$ cat config.mk
export PLATFORM = sky130hd
export DESIGN_NAME = fss_core
export DESIGN_NICKNAME = d
export VERILOG_FILES = /design/src/logic/fss_pkg.sv /design/src/logic/fss_core.sv
export SDC_FILE = /design/constraint.sdc
export NUM_CORES = 1
export LEC_CHECK = 0
export ABC_AREA = 1
export ABC_CLOCK_PERIOD_IN_PS = 4400
export BUFFER_PORTS_ARGS = -buffer_cell sky130_fd_sc_hd__buf_2
export CORE_ASPECT_RATIO = 0.5
export CORE_UTILIZATION = 31
export CTS_CLUSTER_SIZE = 25
export DETAILED_ROUTE_END_ITERATION = 10
export PLACE_DENSITY = 0.58
export SKIP_CTS_REPAIR_TIMING = 1
export SLEW_MARGIN = 20
export SYNTH_ARGS = -nofsm -noshare
export SYNTH_HDL_FRONTEND = slang
export SYNTH_SLANG_ARGS = --single-unit
$ cat constraint.sdc
create_clock -name clk_i -period 4.4 [get_ports clk_i]
set_input_delay 1.1 -clock clk_i [delete_from_list [all_inputs] [get_ports clk_i]]
set_output_delay 1.1 -clock clk_i [all_outputs]
set_load 0.005 [all_outputs]
$ cat src/logic/fss_pkg.sv
/*
 Shared constants and carrier types for the scan, seek and drive-status
 command block. Assumes a 10 MHz clock and a Wishbone register bus.
*/
`default_nettype none
package fss_pkg;
	// ****************
	// Bus map
	// ****************
	localparam logic [3:0] FSS_ADR_DATA = 4'h0;
	localparam logic [3:0] FSS_ADR_MSR = 4'h4;
	localparam logic [3:0] FSS_ADR_CFG = 4'h8;
	localparam logic [3:0] FSS_ADR_DRV = 4'hc;
	// ****************
	// Opcodes and fields
	// ****************
	localparam logic [4:0] FSS_OP_SCAN_EQ = 5'h11;
	localparam logic [4:0] FSS_OP_SCAN_LE = 5'h19;
	localparam logic [4:0] FSS_OP_SCAN_HE = 5'h1d;
	localparam logic [7:0] FSS_OP_SEEK = 8'h0f;
	localparam logic [4:0] FSS_OP_SDS = 5'h04;
	localparam logic [7:0] FSS_WILD = 8'hff;
	localparam int FSS_SR2_EQ_BIT = 2;
	localparam int FSS_SR2_NOT_BIT = 3;
	localparam int FSS_MSR_RQM_BIT = 7;
	localparam int FSS_MSR_DIO_BIT = 6;
	localparam int FSS_MSR_CB_BIT = 4;
	localparam logic [7:0] FSS_ST0_SEEK_END = 8'h20;
	localparam logic [3:0] FSS_SCAN_CMD_LEN = 4'h9;
	localparam logic [2:0] FSS_SCAN_RES_LEN = 3'h7;
	// ****************
	// Timing
	// ****************
	localparam int FSS_CLK_KHZ = 10000;
	localparam int FSS_STEP_PULSE_US = 1;
	localparam logic [3:0] FSS_STEP_PULSE_CYC =
		4'((FSS_STEP_PULSE_US * FSS_CLK_KHZ + 999) / 1000);
	localparam logic [23:0] FSS_RESET_UNIT = 24'h000000;

	typedef enum logic [2:0] {
		FSS_IDLE = 3'b000,
		FSS_CMD = 3'b001,
		FSS_SCAN = 3'b010,
		FSS_RES = 3'b011,
		FSS_MOTOR = 3'b100
	} fss_phase_t;

	typedef struct packed {
		logic [7:0] track;
		logic [3:0] track_hi;
		logic [23:0] cnt;
		logic stepping;
		logic dir;
		logic busy;
	} fss_drive_t;

	typedef struct packed {
		fss_phase_t phase;
		logic [3:0] idx;
		logic [7:0] op;
		logic [1:0] drv;
		logic head;
		logic [7:0] trk;
		logic [3:0] trk_hi;
		logic [7:0] sec;
		logic [7:0] size;
		logic [7:0] last;
		logic [7:0] step;
		logic eq_ok;
		logic lt;
		logic gt;
		logic hit;
		logic skip_all;
		logic [7:0] st2;
		logic [23:0] mcnt;
		logic [7:0] rdat;
		logic ack;
		logic irq;
		logic [3:0] pcnt;
		logic step_out;
		logic dir_out;
		fss_drive_t [3:0] d;
	} fss_state_t;
endpackage
`default_nettype wire

$ cat src/logic/fss_core.sv
/*
 Command interpreter for scan, seek and sense-drive-status.
 Assumes one 10 MHz clock, sync reset, a classic Wishbone master,
 a disk byte stream from the data separator, and drive pins on inputs.
*/
// Function
// Compare host bytes to disk bytes for equal, high-or-equal, low-or-equal
// Host writes nine scan bytes in fixed order
// Scan returns seven result bytes: three statuses, track, head, sector, size
// Status bits 2 and 3 encode equal, strict or not met
// Compare MSB first, step sectors, stop on hit, last sector or count
// Wildcard mode makes an all-ones byte from either side match
// Seek compares tracks, counts steps and drives direction toward target
// Accepting a seek sets that drive's busy flag
// Wait the motor-on interval before the first step
// Steps run from drive polling so commands are accepted meanwhile
// Steps spaced by the programmed step rate interval
// Interrupt one step period after the final step pulse
// Host issues sense-interrupt after a seek interrupt
// Seek has no result bytes
// Several drives may seek at once; the core keeps one shared target track for all drives
// Host keeps one drive seeking at a time
// During a seek host issues only sense-interrupt
// Extended range adds a fourth seek byte, upper nibble is track MSN
// Seek opcode 0x0f, second byte head and drive, third track
// Drive-status query returns status three without interrupt
// Skip flag drops deleted sectors, all skipped ends with bit 3 set
`timescale 1ns/10ps
`default_nettype none
module fss_core
	import fss_pkg::*;
(
	input wire logic clk_i,
	input wire logic rst_i,
	input wire logic wb_cyc_i,
	input wire logic wb_stb_i,
	input wire logic wb_we_i,
	input wire logic [3:0] wb_adr_i,
	input wire logic [3:0] wb_sel_i,
	input wire logic [31:0] wb_dat_i,
	output logic [31:0] wb_dat_o,
	output logic wb_ack_o,
	input wire logic disk_valid_i,
	input wire logic [7:0] disk_byte_i,
	input wire logic disk_deleted_i,
	input wire logic disk_sector_end_i,
	input wire logic terminal_count_i,
	input wire logic track_zero_i,
	input wire logic [3:0] drive_pins_i,
	output logic step_o,
	output logic dir_o,
	output logic irq_o
);
	// ****************
	// Pin sync and config
	// ****************
	logic [1:0] tc_s, t0_s;
	logic [3:0] dp_m, dp_s;
	logic [7:0] cfg_reg;
	logic [23:0] unit_reg;
	fss_state_t s_reg, s_next;

	always_ff @(posedge clk_i)
	begin
		tc_s <= {tc_s[0], terminal_count_i};
		t0_s <= {t0_s[0], track_zero_i};
		dp_m <= drive_pins_i;
		dp_s <= dp_m;
	end

	function automatic logic wild(input logic en, input logic [7:0] a,
		input logic [7:0] b);
		wild = en && (a == FSS_WILD || b == FSS_WILD);
	endfunction

	logic wr, rd, data_sel;
	assign wr = wb_cyc_i && wb_stb_i && wb_we_i && !s_reg.ack && wb_sel_i[0];
	assign rd = wb_cyc_i && wb_stb_i && !wb_we_i && !s_reg.ack;
	assign data_sel = wb_adr_i == FSS_ADR_DATA;

	always_ff @(posedge clk_i)
	begin
		if (rst_i)
		begin
			cfg_reg <= 8'h00;
			unit_reg <= FSS_RESET_UNIT;
		end
		else if (wr && wb_adr_i == FSS_ADR_CFG)
			cfg_reg <= wb_dat_i[7:0];
		else if (wr && wb_adr_i == FSS_ADR_DRV && wb_sel_i == 4'hf)
			unit_reg <= wb_dat_i[23:0];
	end
	// cfg: [7:4] step rate units, [3] extended range, [2] wildcard
	// unit_reg: cycles per step-rate unit, also motor-on unit

	logic [7:0] st3;
	assign st3 = {1'b0, 1'b0, 1'b1, t0_s[1], dp_s[3], s_reg.head,
		s_reg.drv};

	// ****************
	// Next state
	// ****************
	logic [7:0] host_b;
	logic done_scan;
	assign host_b = wb_dat_i[7:0];

	always_comb
	begin
		s_next = s_reg;
		s_next.ack = (wb_cyc_i && wb_stb_i) && !s_reg.ack;
		s_next.rdat = 8'h00;
		done_scan = 1'b0;
		if (rd)
			case (wb_adr_i)
				FSS_ADR_MSR: s_next.rdat = {s_reg.phase == FSS_IDLE ||
					s_reg.phase == FSS_CMD || s_reg.phase == FSS_RES
					|| s_reg.phase == FSS_SCAN,
					s_reg.phase == FSS_RES,
					1'b0, s_reg.phase != FSS_IDLE,
					s_reg.d[3].busy, s_reg.d[2].busy,
					s_reg.d[1].busy, s_reg.d[0].busy};
				FSS_ADR_CFG: s_next.rdat = cfg_reg;
				FSS_ADR_DATA: if (s_reg.phase == FSS_RES)
					case (s_reg.idx)
						4'h0: s_next.rdat = {5'h00, s_reg.head, s_reg.drv};
						4'h1: s_next.rdat = 8'h00;
						4'h2: s_next.rdat = s_reg.st2;
						4'h3: s_next.rdat = s_reg.trk;
						4'h4: s_next.rdat = {7'h00, s_reg.head};
						4'h5: s_next.rdat = s_reg.sec;
						4'h6: s_next.rdat = s_reg.size;
						4'h8: s_next.rdat = st3;
						default: s_next.rdat = 8'h00;
					endcase
				default: s_next.rdat = 8'h00;
			endcase
		case (s_reg.phase)
			FSS_IDLE:
				if (wr && data_sel)
				begin
					s_next.op = host_b;
					s_next.idx = 4'h1;
					s_next.phase = FSS_CMD;
				end
				else if (rd && data_sel)
					s_next.irq = 1'b0;
			FSS_CMD:
				if (wr && data_sel)
				begin
					s_next.idx = s_reg.idx + 4'h1;
					case (s_reg.idx)
						4'h1:
						begin
							s_next.drv = host_b[1:0];
							s_next.head = host_b[2];
						end
						4'h2: s_next.trk = host_b;
						4'h3: s_next.trk_hi = host_b[7:4];
						4'h4: s_next.sec = host_b;
						4'h5: s_next.size = host_b;
						4'h6: s_next.last = host_b;
						4'h8: s_next.step = host_b;
						default: s_next.step = s_reg.step;
					endcase
					// seek byte layout
					if (s_reg.op == FSS_OP_SEEK)
					begin
						if (s_reg.idx == 4'h2)
							s_next.trk_hi = 4'h0;
						// fourth seek byte
						if ((s_reg.idx == 4'h2 && !cfg_reg[3]) ||
							s_reg.idx == 4'h3)
						begin
							s_next.phase = FSS_MOTOR;
							s_next.mcnt = unit_reg;
						end
					end
					// nine scan bytes
					else if (s_reg.idx == FSS_SCAN_CMD_LEN - 4'h1)
					begin
						s_next.phase = FSS_SCAN;
						s_next.eq_ok = 1'b1;
						s_next.lt = 1'b0;
						s_next.gt = 1'b0;
						s_next.hit = 1'b0;
						s_next.skip_all = 1'b1;
					end
				end
				// drive-status query, no interrupt
				else if (s_reg.op[4:0] == FSS_OP_SDS && s_reg.idx == 4'h2)
				begin
					s_next.idx = 4'h8;
					s_next.phase = FSS_RES;
				end
			FSS_MOTOR:
			begin
				// busy on accept
				s_next.d[s_reg.drv].busy = 1'b1;
				// motor-on wait
				if (s_reg.mcnt != 24'h0)
					s_next.mcnt = s_reg.mcnt - 24'h1;
				else
				begin
					// direction and steps
					s_next.d[s_reg.drv].dir = {s_reg.trk_hi, s_reg.trk} >
						{s_reg.d[s_reg.drv].track_hi, s_reg.d[s_reg.drv].track};
					s_next.d[s_reg.drv].stepping = 1'b1;
					s_next.d[s_reg.drv].cnt = 24'h0;
					s_next.dir_out = s_next.d[s_reg.drv].dir;
					// idle, polling steps
					// no result phase
					s_next.phase = FSS_IDLE;
				end
			end
			FSS_SCAN:
			begin
				// byte compare, MSB first
				if (disk_valid_i && wr && data_sel && !s_reg.hit &&
					!wild(cfg_reg[2], disk_byte_i, host_b) && s_reg.eq_ok &&
					disk_byte_i != host_b)
				begin
					s_next.eq_ok = 1'b0;
					s_next.lt = disk_byte_i < host_b;
					s_next.gt = disk_byte_i > host_b;
				end
				if (disk_sector_end_i)
				begin
					// deleted sectors ignored
					if (!(s_reg.op[5] && disk_deleted_i))
					begin
						s_next.skip_all = 1'b0;
						case (s_reg.op[4:0])
							FSS_OP_SCAN_LE: s_next.hit = s_reg.eq_ok || s_reg.lt;
							FSS_OP_SCAN_HE: s_next.hit = s_reg.eq_ok || s_reg.gt;
							default: s_next.hit = s_reg.eq_ok;
						endcase
					end
					if (!s_next.hit)
					begin
						s_next.eq_ok = 1'b1;
						s_next.lt = 1'b0;
						s_next.gt = 1'b0;
					end
					// step by sector step size
					s_next.sec = s_reg.sec + s_reg.step;
				end
				if (s_reg.hit || tc_s[1] || (disk_sector_end_i &&
					s_reg.sec >= s_reg.last && !s_next.hit))
					done_scan = 1'b1;
				if (done_scan)
				begin
					// outcome bits
					s_next.st2 = 8'h00;
					if (s_reg.skip_all || !s_reg.hit)
						s_next.st2[FSS_SR2_NOT_BIT] = 1'b1;
					else if (s_reg.eq_ok)
						s_next.st2[FSS_SR2_EQ_BIT] = 1'b1;
					s_next.idx = 4'h0;
					s_next.irq = 1'b1;
					s_next.phase = FSS_RES;
				end
			end
			FSS_RES:
				if (rd && data_sel)
				begin
					s_next.irq = 1'b0;
					// seven result bytes
					if (s_reg.idx == 4'(FSS_SCAN_RES_LEN) - 4'h1 ||
						s_reg.idx == 4'h8)
						s_next.phase = FSS_IDLE;
					else
						s_next.idx = s_reg.idx + 4'h1;
				end
			default: s_next.phase = FSS_IDLE;
		endcase
		s_next.step_out = s_reg.pcnt != 4'h0;
		if (s_reg.pcnt != 4'h0)
			s_next.pcnt = s_reg.pcnt - 4'h1;
		// all drives poll in parallel
		for (int i = 0; i < 4; i++)
			if (s_reg.d[i].stepping && s_reg.phase != FSS_MOTOR)
			begin
				if (s_reg.d[i].cnt > 24'h1)
					s_next.d[i].cnt = s_reg.d[i].cnt - 24'h1;
				else if (s_reg.d[i].track == s_reg.trk &&
					s_reg.d[i].track_hi == s_reg.trk_hi)
				begin
					// interrupt a period after last step
					s_next.d[i].stepping = 1'b0;
					s_next.d[i].busy = 1'b0;
					s_next.irq = 1'b1;
				end
				else
				begin
					// step rate spacing
					s_next.d[i].cnt = 24'(unit_reg * (5'h10 - cfg_reg[7:4]));
					{s_next.d[i].track_hi, s_next.d[i].track} =
						{s_reg.d[i].track_hi, s_reg.d[i].track} +
						(s_reg.d[i].dir ? 12'h001 : 12'hfff);
					s_next.pcnt = FSS_STEP_PULSE_CYC - 4'h1;
					s_next.step_out = 1'b1;
					s_next.dir_out = s_reg.d[i].dir;
				end
			end
		if (rst_i)
		begin
			s_next = '0;
			s_next.phase = FSS_IDLE;
		end
	end

	always_ff @(posedge clk_i)
		s_reg <= s_next;

	assign wb_dat_o = {24'h000000, s_reg.rdat};
	assign wb_ack_o = s_reg.ack;
	assign step_o = s_reg.step_out;
	assign dir_o = s_reg.dir_out;
	assign irq_o = s_reg.irq;

	// ****************
	// Checks
	// ****************
	// busy after accept
	busy_set_a: assert property (@(posedge clk_i) disable iff (rst_i)
		s_reg.phase == FSS_MOTOR |=> s_reg.d[s_reg.drv].busy)
		else $error("busy not set");
	// command port free
	seek_idle_a: assert property (@(posedge clk_i) disable iff (rst_i)
		(s_reg.phase == FSS_MOTOR && s_reg.mcnt == 24'h0) |=>
		s_reg.phase == FSS_IDLE)
		else $error("no idle after motor");
	// no step during motor
	motor_wait_a: assert property (@(posedge clk_i) disable iff (rst_i)
		s_reg.phase == FSS_MOTOR && s_reg.pcnt == 4'h0 |=> !step_o)
		else $error("step during motor");
	// seek gives no result
	seek_nores_a: assert property (@(posedge clk_i) disable iff (rst_i)
		s_reg.phase == FSS_MOTOR |=> s_reg.phase != FSS_RES)
		else $error("seek result");
	// result count
	res_len_a: assert property (@(posedge clk_i) disable iff (rst_i)
		s_reg.phase == FSS_RES |-> s_reg.idx < 4'h7 || s_reg.idx == 4'h8)
		else $error("result index");
	// outcome bits exclusive
	scan_bits_a: assert property (@(posedge clk_i) disable iff (rst_i)
		!(s_reg.st2[2] && s_reg.st2[3]))
		else $error("both outcome bits");
	// no interrupt from query
	sds_noirq_a: assert property (@(posedge clk_i) disable iff (rst_i)
		s_reg.phase == FSS_CMD && s_reg.op[4:0] == FSS_OP_SDS
		&& !$past(s_reg.irq) && s_reg.d == $past(s_reg.d) |=> !irq_o
		|| s_reg.d != $past(s_reg.d))
		else $error("query irq");
	// step pulse width
	step_width_a: assert property (@(posedge clk_i) disable iff (rst_i)
		$rose(step_o) |=> ##[0:15] !step_o)
		else $error("step stuck");
endmodule // fss_core
`default_nettype wire

==> flow_summary.ini <==
[power_and_ir_drop]
power_frac_comb = 0.086
p_int_w = 0.004909
p_per_area_mw_per_mm2 = 245.0
pwr-share-seq = 0.426
switchingPower_w = 0.001762
p_sw_frac = 0.2641
clkPwrFrac = 0.488
p_leak_nw = 12.68
irDropWorstVdd_mv = 0.2217

[synth]
synth_area_per_cell_um2 = 6.653
ys_ff_latch = 303
syn_inst = 3535
synth-edff-count = 0
yosysSeqAreaShare = 0.2579
ys_types = 65
syn_area_mm2 = 0.02352
synthFlopType = dfxtp_1
synth_top_area_share = 0.2579
synth.area.top_cells = dfxtp_1, nand2_1, a21oi_1
async_reset_ff_frac = 0
ys_warn_count = 0
synth.largest_area_cell = dfxtp_1

[placement]
finalWeightedCongestion = 0.9282
dp_slack_ns = -0.2047
numPortBuffers = 62
dp.cells = 4602
post_dp_cell_area_mm2 = 0.02533
dp_hpwl_mm = 58.54

[timing]
fin_ws_ns = 0.1425
slew_violations = 0
timing.hold.ws_ns = 0.3275
finalCritPeriodShare = 0.9676
worst_pin_slew_ns = 1.004
hold_viol_final = 0
rsz0062_at_grt = true
setup_violations = 0
fin_skew_ns = 0.03612
max_freq_ghz = 0.2349
slew_headroom = 0.3273
period_needed_ns = 4.257

[global_route]
overflow = 0
antenna_found_initial = 1
grtUsageTotal = 0.1999
grt_max_degree = 105
grt_pass1_vias = 21830
grt_pass1_wl_mm = 122.1

[final_layout]
fin_nets = 3903
syn2layout_area_growth_pct = 15.77
stdcell_area_mm2 = 0.02723
layout_common_cells = nand2_1, inv_1, a21oi_1
n_antenna_cell = 0
drive_above_1_share = 0.1240
final_cell_count_no_fill = 4677
final_common_cell = nand2_1
largest_register_ff_count = 253

[detailed_routing]
routedWlPerCell_um = 16.75
drc_errors = 0
routed.top_layer = met4
wl_met2_mm = 34.12
vias_per_cell = 5.069
vias = 23710
ant_nets = 0
drt-met1-wl_mm = 36.93
wl_mm = 78.34
met3_length_mm = 5.329
drtIter0Drc = 2061
first_pass_iters = 6

[setup_path]
crit_required_ns = 4.82
startpoint = cfg_reg[5]$_SDFFE_PP0P_
r2r_end = s_reg[143]$_SDFF_PP0_
cp_max_fo = 7
crit_path_end_kind = flip-flop
reg2reg_depth = 25
critPathLaunchType = flip-flop
cp.arrival_ns = 4.68
r2r-start = cfg_reg[5]$_SDFFE_PP0P_
r2r_slack_ns = 0.14
crit_end = s_reg[143]$_SDFF_PP0_
worst-setup-path-type = flip-flop to flip-flop

[outcome]
status = finished clean

[cts]
cts_buffers = 36
cts.sinks = 303
clk_pin_slew_ns = 0.06
clock_latency_ns = 0.58
cts_tree = built
ctsLongestPathBuffers = 3
h-tree-depth = 2
cts-root-buf = clkbuf_16

[floorplanning]
io_pins = 98
core_area_mm2 = 0.07410
start_util = 0.3174
die_height_um = 196.8
die_area_mm2 = 0.07704
row_count = 70
dieWidth_um = 391.5

[hold_path]
hp-class = flip-flop to flip-flop

[flow_run]
cap_violations = 0
## synthesized netlist by cell type, drive strengths merged, types with 2 or more instances
library cell / count
nand2: 822
a41oi: 2
fa: 64
dfxtp: 303
o211a: 2
buf: 73
o21a: 6
nand3b: 4
a21boi: 3
o22ai: 22
o31ai: 8
o21bai: 3
o221ai: 2
nor3: 48
xor2: 79
a221oi: 14
nor3b: 5
clkinv: 4
a22oi: 4
a211oi: 12
a31oi: 38
nor2: 383
nand3: 202
o211ai: 11
xnor2: 59
o21ai: 269
o2111ai: 3
nand4: 53
a21o: 6
inv: 454
ha: 134
or2: 13
clkbuf: 57
and3: 2
nor4: 8
a21oi: 356
## routing by layer
| metal | GRT usage | vias up |
|---|---|---|
| met1 | 0.2867 | 11150 |
| met2 | 0.3143 | 691 |
| met5 | 0 | - |
| met3 | 0.02355 | 103 |
| met4 | 0.05403 | 0 |
| li1 | - | 11770 |
## worst min path at each step
stage / from / to / slack [ns] / depth (start not counted)
6_report: t0_s[0]$_DFF_P_ / t0_s[1]$_DFF_P_ / 0.33 / 0
5_1_grt: tc_s[0]$_DFF_P_ / tc_s[1]$_DFF_P_ / 0.34 / 0
4_1_cts: t0_s[0]$_DFF_P_ / t0_s[1]$_DFF_P_ / 0.33 / 0
3_5_place_dp: t0_s[0]$_DFF_P_ / t0_s[1]$_DFF_P_ / 0.31 / 0
3_3_place_gp: t0_s[0]$_DFF_P_ / t0_s[1]$_DFF_P_ / 0.31 / 0
2_1_floorplan: dp_m[3]$_DFF_P_ / dp_s[3]$_DFF_P_ / 0.31 / 0
## final cells by class
class	instances	area, µm²
fill	7946	46870
timing repair buffer	178	1319
clock inverter	16	225.2
inverter	458	1728
sequential	303	6068
multi-input combinational	2666	15600
tap	1008	1261
clock buffer	48	1027
## power groups by stage
stage                     clock network [W]  logic [W]  registers (W)
after floorplan                           0   0.000392        0.00288
after global placement                    0   0.000550        0.00290
after detailed placement                  0   0.000558        0.00290
after CTS                           0.00332   0.000563        0.00284
after global routing                0.00342   0.000639        0.00284
final                               0.00326   0.000574        0.00284
## cells by family after synthesis
family | share of synthesized area
and+or+nand+nor | 0.2837
adders and majority gates | 0.1258
other | 0.0001594
DFF | 0.2579
AOI/OAI and AO/OA | 0.1774
xor gates and xnor gates | 0.05139
buffers and inverters | 0.1037
## through the flow
stage | total power, W | setup TNS (ns) | utilization
after global routing | 0.006904 | -1.228 | 0.3675
after floorplan | 0.003270 | 0 | -
after detailed placement | 0.003456 | -1.628 | 0.3419
after CTS | 0.006721 | -2.818 | 0.3588
final | 0.006671 | 0 | 0.3675
after global placement | 0.003447 | -0.4059 | 0.3419
## worst max-delay path: stages (launching register included)
cell and delay, ns:
dfxtp_2 0.33, inv_2 0.08, ha_4 0.14, inv_2 0.03, nand2_1 0.07, nand2_2 0.08, clkinv_4 0.09, buf_12 0.13
nand2_1 0.06, fa_1 0.48, inv_1 0.05, fa_1 0.46, fa_1 0.61, ha_4 0.23, a21oi_2 0.30, o21ai_0 0.16
nand2_1 0.09, nand2_1 0.05, nand2_1 0.06, nand3_2 0.09, inv_1 0.06, nand2_1 0.09, nand2_2 0.15, nor2_1 0.06
nor2_1 0.11, nor2_1 0.04
Power figures use the tool's default switching activity.
